$ cat config.mk
export PLATFORM = sky130hd
export DESIGN_NAME = rct_reset_cause
export DESIGN_NICKNAME = d
export VERILOG_FILES = /design/src/rtl/rct_pkg.sv /design/src/rtl/rct_reset_cause.sv
export SDC_FILE = /design/constraint.sdc
export NUM_CORES = 1
export LEC_CHECK = 0
export BUFFER_PORTS_ARGS = -buffer_cell sky130_fd_sc_hd__buf_2
export CELL_PAD_IN_SITES_DETAIL_PLACEMENT = 2
export CELL_PAD_IN_SITES_GLOBAL_PLACEMENT = 2
export CORE_UTILIZATION = 33
export DETAILED_ROUTE_END_ITERATION = 7
export PLACE_DENSITY_LB_ADDON = 0.1
export SLEW_MARGIN = 20
export SYNTH_ARGS = -nofsm -noshare
export SYNTH_HDL_FRONTEND = slang
export SYNTH_SLANG_ARGS = --single-unit
$ cat constraint.sdc
create_clock -name i_clk -period 3.11 [get_ports i_clk]
set_input_delay 0.622 -clock i_clk [delete_from_list [all_inputs] [get_ports i_clk]]
set_output_delay 0.622 -clock i_clk [all_outputs]
set_load 0.02 [all_outputs]
$ cat src/rtl/rct_pkg.sv
package rct_pkg;

  // register byte addresses on the avalon bus
  localparam logic [3:0] RCT_ADDR_CAUSE = 4'h0;
  localparam logic [3:0] RCT_ADDR_BKUP = 4'h4;
  localparam logic [3:0] RCT_ADDR_IRQ_STAT = 4'h8;
  localparam logic [3:0] RCT_ADDR_IRQ_MASK = 4'hC;

  // reset-cause field positions
  localparam int RCT_B_POR = 0;
  localparam int RCT_B_BOR = 1;
  localparam int RCT_B_IDLE = 2;
  localparam int RCT_B_SLEEP = 3;
  localparam int RCT_B_WATCHDOG_TIMEOUT_FLAG = 4;
  localparam int RCT_B_SWDT = 5;
  localparam int RCT_B_INSTR = 6;
  localparam int RCT_B_PIN = 7;
  localparam int RCT_B_FBIAS = 8;
  localparam int RCT_B_CM = 9;
  localparam int RCT_B_DSLP = 10;
  localparam int RCT_B_RETENTION_ENABLE = 12;
  localparam int RCT_B_ILL = 14;
  localparam int RCT_B_TRAP = 15;

  // writable mask and power-on value of the reset-cause register
  localparam logic [15:0] RCT_CAUSE_WMASK = 16'hD7FF;
  localparam logic [15:0] RCT_CAUSE_POR = 16'h0003;

  // backup-power register fields
  localparam int RCT_B_VBAT = 0;
  localparam int RCT_B_BATTERY_POWER_ON_FLAG = 1;
  localparam int RCT_B_SUPPLY_POWER_ON_FLAG = 2;
  localparam int RCT_B_SUPPLY_BROWNOUT_FLAG = 3;
  localparam logic [3:0] RCT_BKUP_POR = 4'hE;

  // interrupt event bits: one per reset source seen
  localparam int RCT_NEV = 9;
  localparam logic [8:0] RCT_IRQ_MASK_RST = 9'h000;

  // reset source bundle
  typedef struct packed {
    logic por;
    logic pin;
    logic instr;
    logic wdt;
    logic bor;
    logic cm;
    logic trap;
    logic illop;
    logic uninitialized_register_reset;
  } rct_src_t;

  // processor events and supply monitors
  typedef struct packed {
    logic pwrsav0;
    logic pwrsav1;
    logic wdt_clr;
    logic deep_sleep_enable;
    logic vdd_por;
    logic vdd_bor;
    logic on_battery;
  } rct_evt_t;

endpackage

$ cat src/rtl/rct_reset_cause.sv
// The Avalon-MM register port and the register offsets were left to the implementer.
`timescale 1ns/1ps
// Function
// - any active reset source drives the master system reset
// - nine sources: por, pin, instr, wdt, bor, cm, trap, illop, uwr
// - each reset sets a cause flag, uwr sharing the illop flag; battery resets set the VBAT backup flag
// - power-on clears cause register except brown-out and power-on set
// - software may set or clear flags; writes never cause a reset
// - trap, illegal-opcode, mismatch flags set by events, cleared by por
// - deep-sleep flag set on sleep with deep-sleep enable, cleared by por
// - watchdog flag set on timeout, cleared by clear, power-save, por
// - sleep flag set on power-save zero, cleared only by por or a software write
// - idle flag set on power-save one, cleared only by por or a software write
// - brown-out flag set on brown-out and power-on reset
// - power-on flag bit zero set on core power-on reset
// - bit five enables watchdog; unprogrammed fuse forces it on
// - retention bit enables regulator only when low-power fuse programmed
// - backup flags set by hardware only, software only clears
// - battery power-on flag set at initial power-up regardless of battery
// - main supply por in backup register, core por in bit zero
module rct_reset_cause (
  // clock and reset
  input wire logic i_clk,
  input wire logic i_nrst,
  // reset sources, asynchronous levels
  input wire rct_pkg::rct_src_t i_src,
  // processor events and supply monitors
  input wire rct_pkg::rct_evt_t i_evt,
  // configuration fuses, one means unprogrammed
  input wire logic i_watchdog_config_fuse,
  input wire logic i_low_power_regulator_fuse,
  // avalon-mm slave
  input wire logic [3:0] i_address,
  input wire logic i_read,
  input wire logic i_write,
  input wire logic [31:0] i_writedata,
  input wire logic [3:0] i_byteenable,
  output logic [31:0] o_readdata,
  output logic o_waitrequest,
  // outputs
  output logic o_master_system_reset,
  output logic o_watchdog_enable,
  output logic o_retention_regulator_on,
  output logic o_flash_bias_in_sleep,
  output logic o_irq
);
  import rct_pkg::*;

  logic [8:0] src_m_q, src_s_q, src_prev_q;
  logic [6:0] evt_m_q, evt_s_q;
  logic [15:0] cause_q;
  logic [3:0] bkup_q;
  logic [8:0] ist_q, imask_q;
  logic ack_q;
  logic [31:0] rdata_q;
  logic init_q;
  logic mrst_q;
  rct_src_t src;
  rct_evt_t evt;
  logic [8:0] src_rise;
  logic wr_acc, rd_acc;
  logic [31:0] wmask;

  function automatic logic [31:0] lane_mask(input logic [3:0] be);
    lane_mask = {{8{be[3]}}, {8{be[2]}}, {8{be[1]}}, {8{be[0]}}};
  endfunction

  function automatic logic reg_hit(input logic acc, input logic [3:0] a,
                                   input logic [3:0] r);
    reg_hit = acc && (a == r);
  endfunction

  // pins are asynchronous to i_clk, two flops before use
  always_ff @(posedge i_clk) begin
    if (!i_nrst) begin
      src_m_q <= 9'h000;
      src_s_q <= 9'h000;
      evt_m_q <= 7'h00;
      evt_s_q <= 7'h00;
    end else begin
      src_m_q <= i_src;
      src_s_q <= src_m_q;
      evt_m_q <= i_evt;
      evt_s_q <= evt_m_q;
    end
  end

  assign src = rct_src_t'(src_s_q);
  assign evt = rct_evt_t'(evt_s_q);

  always_ff @(posedge i_clk) begin
    if (!i_nrst) begin
      src_prev_q <= 9'h000;
    end else begin
      src_prev_q <= src_s_q;
    end
  end
  assign src_rise = src_s_q & ~src_prev_q;

  // master reset: registered or of every source
  always_ff @(posedge i_clk) begin
    if (!i_nrst) begin
      mrst_q <= 1'b1;
    end else begin
      mrst_q <= |src_s_q;
    end
  end
  assign o_master_system_reset = mrst_q;

  // bus: one wait cycle then ack, so answer comes on the second edge
  assign wr_acc = i_write & ack_q;
  assign rd_acc = i_read & ack_q;
  assign wmask = lane_mask(i_byteenable);
  assign o_waitrequest = (i_read | i_write) & ~ack_q;

  always_ff @(posedge i_clk) begin
    if (!i_nrst) begin
      ack_q <= 1'b0;
    end else begin
      ack_q <= (i_read | i_write) & ~ack_q;
    end
  end

  // init_q marks the first cycle after reset release as initial power-up
  always_ff @(posedge i_clk) begin
    if (!i_nrst) begin
      init_q <= 1'b1;
    end else begin
      init_q <= 1'b0;
    end
  end

  // reset-cause register; a write only stores, it never feeds mrst_q
  always_ff @(posedge i_clk) begin
    logic [15:0] c;
    logic [15:0] m;
    c = cause_q;
    m = 16'h0000;
    if (!i_nrst) begin
      cause_q <= RCT_CAUSE_POR;
    end else begin
      m = wmask[15:0] & RCT_CAUSE_WMASK;
      if (reg_hit(wr_acc, i_address, RCT_ADDR_CAUSE)) begin
        c = (c & ~m) | (i_writedata[15:0] & m);
      end
      if (evt.wdt_clr || evt.pwrsav0 || evt.pwrsav1) begin
        c[RCT_B_WATCHDOG_TIMEOUT_FLAG] = 1'b0;
      end
      // hardware sets applied last so they win over a same-cycle clear
      if (src.por) begin
        c = RCT_CAUSE_POR;
      end else begin
        if (src_rise[0]) c[RCT_B_ILL] = 1'b1;
        if (src.illop) c[RCT_B_ILL] = 1'b1;
        if (src.trap) c[RCT_B_TRAP] = 1'b1;
        if (src.cm) c[RCT_B_CM] = 1'b1;
        if (src.bor) c[RCT_B_BOR] = 1'b1;
        if (src.pin) c[RCT_B_PIN] = 1'b1;
        if (src.instr) c[RCT_B_INSTR] = 1'b1;
        if (src.wdt) c[RCT_B_WATCHDOG_TIMEOUT_FLAG] = 1'b1;
        if (evt.pwrsav0) c[RCT_B_SLEEP] = 1'b1;
        if (evt.pwrsav1) c[RCT_B_IDLE] = 1'b1;
        if (evt.pwrsav0 && evt.deep_sleep_enable) begin
          c[RCT_B_DSLP] = 1'b1;
        end
      end
      cause_q <= c;
    end
  end

  // uninitialized register use shares the illegal-opcode flag
  // bit 0 of src_rise is the uwr field (last in the struct)

  assign o_watchdog_enable = i_watchdog_config_fuse |
    cause_q[RCT_B_SWDT];
  assign o_retention_regulator_on = ~i_low_power_regulator_fuse &
    cause_q[RCT_B_RETENTION_ENABLE];
  assign o_flash_bias_in_sleep = cause_q[RCT_B_FBIAS];

  // backup-power register: write-one-to-clear, hardware set only
  always_ff @(posedge i_clk) begin
    logic [3:0] b;
    b = bkup_q;
    if (!i_nrst) begin
      bkup_q <= RCT_BKUP_POR;
    end else begin
      if (reg_hit(wr_acc, i_address, RCT_ADDR_BKUP)) begin
        b = b & ~(i_writedata[3:0] & wmask[3:0]);
      end
      if (init_q) b[RCT_B_BATTERY_POWER_ON_FLAG] = 1'b1;
      if (evt.vdd_por) b[RCT_B_SUPPLY_POWER_ON_FLAG] = 1'b1;
      if (evt.vdd_bor) b[RCT_B_SUPPLY_BROWNOUT_FLAG] = 1'b1;
      if (evt.on_battery && |src_rise) b[RCT_B_VBAT] = 1'b1;
      bkup_q <= b;
    end
  end

  // interrupt status: one bit per new reset source, w1c, set wins
  always_ff @(posedge i_clk) begin
    logic [8:0] s;
    s = ist_q;
    if (!i_nrst) begin
      ist_q <= 9'h000;
    end else begin
      if (reg_hit(wr_acc, i_address, RCT_ADDR_IRQ_STAT)) begin
        s = s & ~(i_writedata[8:0] & wmask[8:0]);
      end
      s = s | src_rise;
      ist_q <= s;
    end
  end

  always_ff @(posedge i_clk) begin
    if (!i_nrst) begin
      imask_q <= RCT_IRQ_MASK_RST;
    end else if (reg_hit(wr_acc, i_address, RCT_ADDR_IRQ_MASK)) begin
      imask_q <= (imask_q & ~wmask[8:0]) | (i_writedata[8:0] & wmask[8:0]);
    end
  end
  assign o_irq = |(ist_q & imask_q);

  // read data; unmapped addresses read zero
  always_ff @(posedge i_clk) begin
    if (!i_nrst) begin
      rdata_q <= 32'h00000000;
    end else if (i_read && !ack_q) begin
      case (i_address)
        RCT_ADDR_CAUSE: rdata_q <= {16'h0000, cause_q};
        RCT_ADDR_BKUP: rdata_q <= {28'h0000000, bkup_q};
        RCT_ADDR_IRQ_STAT: rdata_q <= {23'h000000, ist_q};
        RCT_ADDR_IRQ_MASK: rdata_q <= {23'h000000, imask_q};
        default: rdata_q <= 32'h00000000;
      endcase
    end
  end
  assign o_readdata = rdata_q;

  // checks
  chk_src_to_reset: assert property (
    @(posedge i_clk) disable iff (!i_nrst)
    |src_s_q |=> o_master_system_reset)
    else $error("source active without master reset");
  chk_reset_release: assert property (
    @(posedge i_clk) disable iff (!i_nrst)
    !(|src_s_q) |=> !o_master_system_reset)
    else $error("master reset without source");
  chk_por_value: assert property (
    @(posedge i_clk) disable iff (!i_nrst)
    src.por |=> cause_q == RCT_CAUSE_POR)
    else $error("power-on value wrong");
  chk_trap_set: assert property (
    @(posedge i_clk) disable iff (!i_nrst)
    src.trap && !src.por |=> cause_q[RCT_B_TRAP])
    else $error("trap flag not set");
  chk_watchdog_timeout_flag_set: assert property (
    @(posedge i_clk) disable iff (!i_nrst)
    src.wdt && !src.por |=> cause_q[RCT_B_WATCHDOG_TIMEOUT_FLAG])
    else $error("watchdog flag not set");
  chk_watchdog_timeout_flag_clr: assert property (
    @(posedge i_clk) disable iff (!i_nrst)
    evt.wdt_clr && !src.wdt && !src.por |=> !cause_q[RCT_B_WATCHDOG_TIMEOUT_FLAG])
    else $error("watchdog flag not cleared");
  chk_dslp_set: assert property (
    @(posedge i_clk) disable iff (!i_nrst)
    evt.pwrsav0 && evt.deep_sleep_enable && !src.por
    |=> cause_q[RCT_B_DSLP] && cause_q[RCT_B_SLEEP])
    else $error("deep sleep flag not set");
  chk_idle_set: assert property (
    @(posedge i_clk) disable iff (!i_nrst)
    evt.pwrsav1 && !src.por |=> cause_q[RCT_B_IDLE])
    else $error("idle flag not set");
  chk_wdt_fuse: assert property (
    @(posedge i_clk) disable iff (!i_nrst)
    i_watchdog_config_fuse |-> o_watchdog_enable)
    else $error("watchdog off with fuse unprogrammed");
  chk_retention_enable_fuse: assert property (
    @(posedge i_clk) disable iff (!i_nrst)
    i_low_power_regulator_fuse |-> !o_retention_regulator_on)
    else $error("retention on with fuse unprogrammed");
  chk_bkup_hw_only: assert property (
    @(posedge i_clk) disable iff (!i_nrst)
    !evt.vdd_por |=> !$rose(bkup_q[RCT_B_SUPPLY_POWER_ON_FLAG]))
    else $error("backup flag set without hardware");
  chk_supply_power_on_flag_wins: assert property (
    @(posedge i_clk) disable iff (!i_nrst)
    evt.vdd_por |=> bkup_q[RCT_B_SUPPLY_POWER_ON_FLAG])
    else $error("hardware set lost to clear");
  chk_write_no_reset: assert property (
    @(posedge i_clk) disable iff (!i_nrst)
    wr_acc && !(|src_s_q) |=> !o_master_system_reset)
    else $error("register write caused reset");
  chk_cm_set: assert property (
    @(posedge i_clk) disable iff (!i_nrst)
    src.cm && !src.por |=> cause_q[RCT_B_CM])
    else $error("mismatch flag not set");
  chk_ill_set: assert property (
    @(posedge i_clk) disable iff (!i_nrst)
    (src.illop || src_rise[0]) && !src.por |=> cause_q[RCT_B_ILL])
    else $error("illegal opcode flag not set");
  chk_pin_set: assert property (
    @(posedge i_clk) disable iff (!i_nrst)
    src.pin && !src.por |=> cause_q[RCT_B_PIN])
    else $error("pin reset flag not set");
  chk_bor_set: assert property (
    @(posedge i_clk) disable iff (!i_nrst)
    src.bor || src.por |=> cause_q[RCT_B_BOR])
    else $error("brown-out flag not set");
  chk_por_only: assert property (
    @(posedge i_clk) disable iff (!i_nrst)
    !src.por && !wr_acc |=> !$rose(cause_q[RCT_B_POR]))
    else $error("power-on flag set without power-on");
  chk_sleep_set: assert property (
    @(posedge i_clk) disable iff (!i_nrst)
    evt.pwrsav0 && !src.por |=> cause_q[RCT_B_SLEEP])
    else $error("sleep flag not set");
  chk_sleep_hold: assert property (
    @(posedge i_clk) disable iff (!i_nrst)
    cause_q[RCT_B_SLEEP] && !src.por && !wr_acc |=> cause_q[RCT_B_SLEEP])
    else $error("sleep flag lost");
  chk_idle_hold: assert property (
    @(posedge i_clk) disable iff (!i_nrst)
    cause_q[RCT_B_IDLE] && !src.por && !wr_acc |=> cause_q[RCT_B_IDLE])
    else $error("idle flag lost");
  chk_dslp_cause: assert property (
    @(posedge i_clk) disable iff (!i_nrst)
    !(evt.pwrsav0 && evt.deep_sleep_enable) && !wr_acc
    |=> !$rose(cause_q[RCT_B_DSLP]))
    else $error("deep sleep flag set without cause");
  chk_watchdog_timeout_flag_psave: assert property (
    @(posedge i_clk) disable iff (!i_nrst)
    (evt.pwrsav0 || evt.pwrsav1) && !src.wdt && !src.por
    |=> !cause_q[RCT_B_WATCHDOG_TIMEOUT_FLAG])
    else $error("watchdog flag kept over power save");
  chk_battery_power_on_flag_init: assert property (
    @(posedge i_clk) disable iff (!i_nrst)
    init_q |=> bkup_q[RCT_B_BATTERY_POWER_ON_FLAG])
    else $error("battery power-on flag not set");
  chk_supply_brownout_flag_set: assert property (
    @(posedge i_clk) disable iff (!i_nrst)
    evt.vdd_bor |=> bkup_q[RCT_B_SUPPLY_BROWNOUT_FLAG])
    else $error("supply brown-out flag not set");
  chk_vbat_set: assert property (
    @(posedge i_clk) disable iff (!i_nrst)
    evt.on_battery && |src_rise |=> bkup_q[RCT_B_VBAT])
    else $error("battery reset flag not set");
  chk_ist_set_wins: assert property (
    @(posedge i_clk) disable iff (!i_nrst)
    |src_rise |=> &(ist_q | ~$past(src_rise)))
    else $error("interrupt status set lost");

  cov_por: cover property (@(posedge i_clk) disable iff (!i_nrst) src.por);
  cov_wdt: cover property (@(posedge i_clk) disable iff (!i_nrst)
    src.wdt ##1 evt.wdt_clr);
  cov_irq: cover property (@(posedge i_clk) disable iff (!i_nrst) o_irq);
  cov_bus_rw: cover property (@(posedge i_clk) disable iff (!i_nrst)
    wr_acc ##[1:4] rd_acc);
  cov_deep_sleep: cover property (@(posedge i_clk) disable iff (!i_nrst)
    evt.pwrsav0 && evt.deep_sleep_enable);

endmodule

==> impl_metrics.json <==
{
  "first_pass_iters": 4,
  "clock_path_buffers": 2,
  "drc_errors": 0,
  "rows": 37,
  "status": "complete, no violations",
  "fmax_mhz": 460,
  "h-tree-depth": 3,
  "diodes": 0,
  "async_flop_share": 0,
  "vias_per_cell": 4.83,
  "fin_crit_sh": 0.699,
  "clk_pin_slew_worst_paths_ns": 0.10,
  "ys_seq_area_frac": 0.525,
  "relSlewSlack": 0.586,
  "cp-end-kind": "primary output",
  "final_max_slew_viol_count": 0,
  "synth_top_flop_cell": "dfxtp_1",
  "area_delta_synth_final_pct": 14.4,
  "insertion_delay_ns": 0.36,
  "cp.required_ns": 2.49,
  "fin_nets": 494,
  "synth_cell_type_count": 38,
  "synth.ff_latch_count": 94,
  "p_sw_frac": 0.258,
  "initial_core_util": 0.344,
  "yosysTopAreaCell": "dfxtp_1",
  "synth_area_leaders": "dfxtp_1, and2_1, nand2_1",
  "powerDensity_nw_per_um2": 554,
  "die_area_um2": 11300,
  "start_kind": "register",
  "setup_viol": 0,
  "dieWidth_um": 106,
  "synth_area_um2": 3580,
  "layout-drive-gt1-share": 0.199,
  "routedWlPerCell_um": 16.2,
  "p_leak_nw": 1.69,
  "cts_hold_buf": 0,
  "place_congestion": 0.729,
  "cts.sinks": 94,
  "cts-buffers-inserted": 9,
  "hold_end": "bkup_q[3]",
  "die_y_um": 106,
  "netlist_instances": 377,
  "yosysWarningCount": 0,
  "antenna_left": 0,
  "min_period_ns": 2.17,
  "cts_root_buffer": "clkbuf_8",
  "grt-ovfl-total": 0,
  "fin_worst_skew_ns": 0.00855,
  "crit_slowest_cell": "dfxtp_1",
  "ff2ff_setup_slack_ns": 1.24,
  "io_pins": 100,
  "peakVddDrop_v": 0.000264,
  "cp_slowest_stage_delay_ns": 0.35,
  "max_slew.worst_pin.slew_ns": 0.619,
  "grt_pass1_wl_um": 14800,
  "pwr-share-seq": 0.558,
  "hold_violations": 0,
  "criticalPathCategory": "register to primary output",
  "post-cts-setup-buffer-count": 0,
  "setup_tns_ns": 0,
  "final_area_um2": 4100,
  "drtIter0Drc": 68,
  "synth_edf_count": 0,
  "place_area_um2": 3900,
  "fin_util": 0.394,
  "port_buffers": 61,
  "clockPowerShare": 0.365,
  "track_usage": 0.175,
  "p_int_mw": 1.68,
  "p_switching_uw": 585,
  "grt_pass1_vias": 2810,
  "coreArea_um2": 10400,
  "drv_cap": 0,
  "pwr-share-comb": 0.077,
  "holdCritPathClass": "register to register",
  "rsz0062_at_grt": "no",
  "vias": 2770,
  "timing.hold.ws_ns": 0.433,
  "min-delay-start": "evt[1]",
  "grt_max_degree": 60,
  "wirelength_um": 9300,
  "cts_tree": "yes",
  "critical_path_arrival_ns": 1.55,
  "cts-resized-gates": 0,
  "synth_top_area_frac": 0.525,
  "hpwl_um": 6830,
  "timing.rr.start": "ack_q",
  "crit_chain": "a22o_1 > a221oi_1 > nand3_1 > buf_2",
  "r2r_cells": 4,
  "syn_avg_cell_area_um2": 9.50,
  "crit_fanout": 3,
  "antenna_found_initial": 0,
  "holdPathStages": 1
}
-- layer usage --
layer,vias up,track usage,wire length (µm)
met4,0,0.0625,129
met3,10,0.0288,288
met1,1345,0.230,4500
li1,1358,-,-
met5,-,0,0
met2,57,0.290,4380
-- worst max-delay path, delay by kind of cell (launching register included) --
family	cells	cell delay, ns
buf+inv	1	0.19
simple gates	1	0.15
compound gates	2	0.51
flops	1	0.35
-- cell type report --
class	count	area [µm²]
inverters	5	18.8
fillers	1212	6320
repair buffers	63	320
clock buffers	10	128
well taps	136	170
multi-input cells	259	1510
flip-flops and latches	94	1880
clock inverters	6	67.6
-- power by group through the flow --
stage               clock network, mW  registers, mW  logic, mW
floorplan                           0           1.29      0.129
global placement                    0           1.29      0.172
detailed placement                  0           1.30      0.176
CTS                             0.854           1.27      0.177
global route                    0.900           1.27      0.195
finish                          0.828           1.27      0.174
-- synth_stat cells, types with 2 or more instances --
library cell  number
a22oi_1            6
nor2b_1            7
and3_1             3
nor2_1             8
nand2b_1           8
and2_1            44
a211o_1            3
nor4_1             2
a221oi_1           2
a21oi_1           12
dfxtp_1           94
o21a_1             4
nor3_1            20
mux2_2             5
a31oi_1            5
buf_2              3
buf_4             19
nand4_1            5
nand3_1           24
o21ai_0           18
a21boi_0           4
mux4_1             3
buf_6              3
nand2_1           48
clkbuf_1          10
inv_1              5
-- stage by stage --
stage               std cells  worst slack, ns  power (mW)
finish                    573            0.937        2.27
global route              573            0.861        2.37
CTS                       573            0.916        2.30
detailed placement        557            0.794        1.47
global placement          557            0.831        1.47
floorplan                 394             1.39        1.42
-- how the worst max path moves through the flow --
| stage | slack, ns | to | cells past startpoint | from |
|---|---|---|---|---|
| finish | 0.94 | o_irq | 4 | ist_q[4] |
| CTS | 0.92 | o_irq | 4 | ist_q[4] |
| detailed placement | 0.79 | cause_q[3] | 5 | i_address[3] |
| global route | 0.86 | o_irq | 4 | ist_q[4] |
| global placement | 0.83 | cause_q[3] | 5 | i_address[2] |
| floorplan | 1.39 | cause_q[3] | 5 | i_address[3] |
-- kinds of logic (layout without fill, tap and decap cells) --
logic type,after synthesis,count (layout),synth area share
compound gates,58,58,0.102
simple gates,174,174,0.261
other cells,1,18,0.00105
flops,94,94,0.525
mux,9,9,0.0405
buf+inv,41,84,0.0702
-- cell usage in the layout (no fill, tap or decap), types with 2 or more instances in the layout --
| cell type | synthesis | final |
|---|---|---|
| nor3_1 | 20 | 20 |
| clkbuf_8 | 0 | 9 |
| buf_4 | 19 | 2 |
| mux2_2 | 5 | 5 |
| nand3_1 | 24 | 24 |
| a221oi_1 | 2 | 2 |
| nor2_1 | 8 | 8 |
| nand4_1 | 5 | 5 |
| o21ai_0 | 18 | 18 |
| nand2b_1 | 8 | 8 |
| a31oi_1 | 5 | 5 |
| and3_1 | 3 | 3 |
| inv_6 | 0 | 2 |
| and2_1 | 44 | 44 |
| conb_1 | 1 | 18 |
| a21oi_1 | 12 | 12 |
| nand2_1 | 48 | 48 |
| a21boi_0 | 4 | 4 |
| nor2b_1 | 7 | 7 |
| buf_2 | 3 | 61 |
| a211o_1 | 3 | 3 |
| inv_1 | 5 | 5 |
| dfxtp_1 | 94 | 94 |
| nor4_1 | 2 | 2 |
| a22oi_1 | 6 | 6 |
| o21a_1 | 4 | 4 |
| mux4_1 | 3 | 3 |
| clkinvlp_4 | 0 | 2 |
Power figures use the tool's default switching activity.
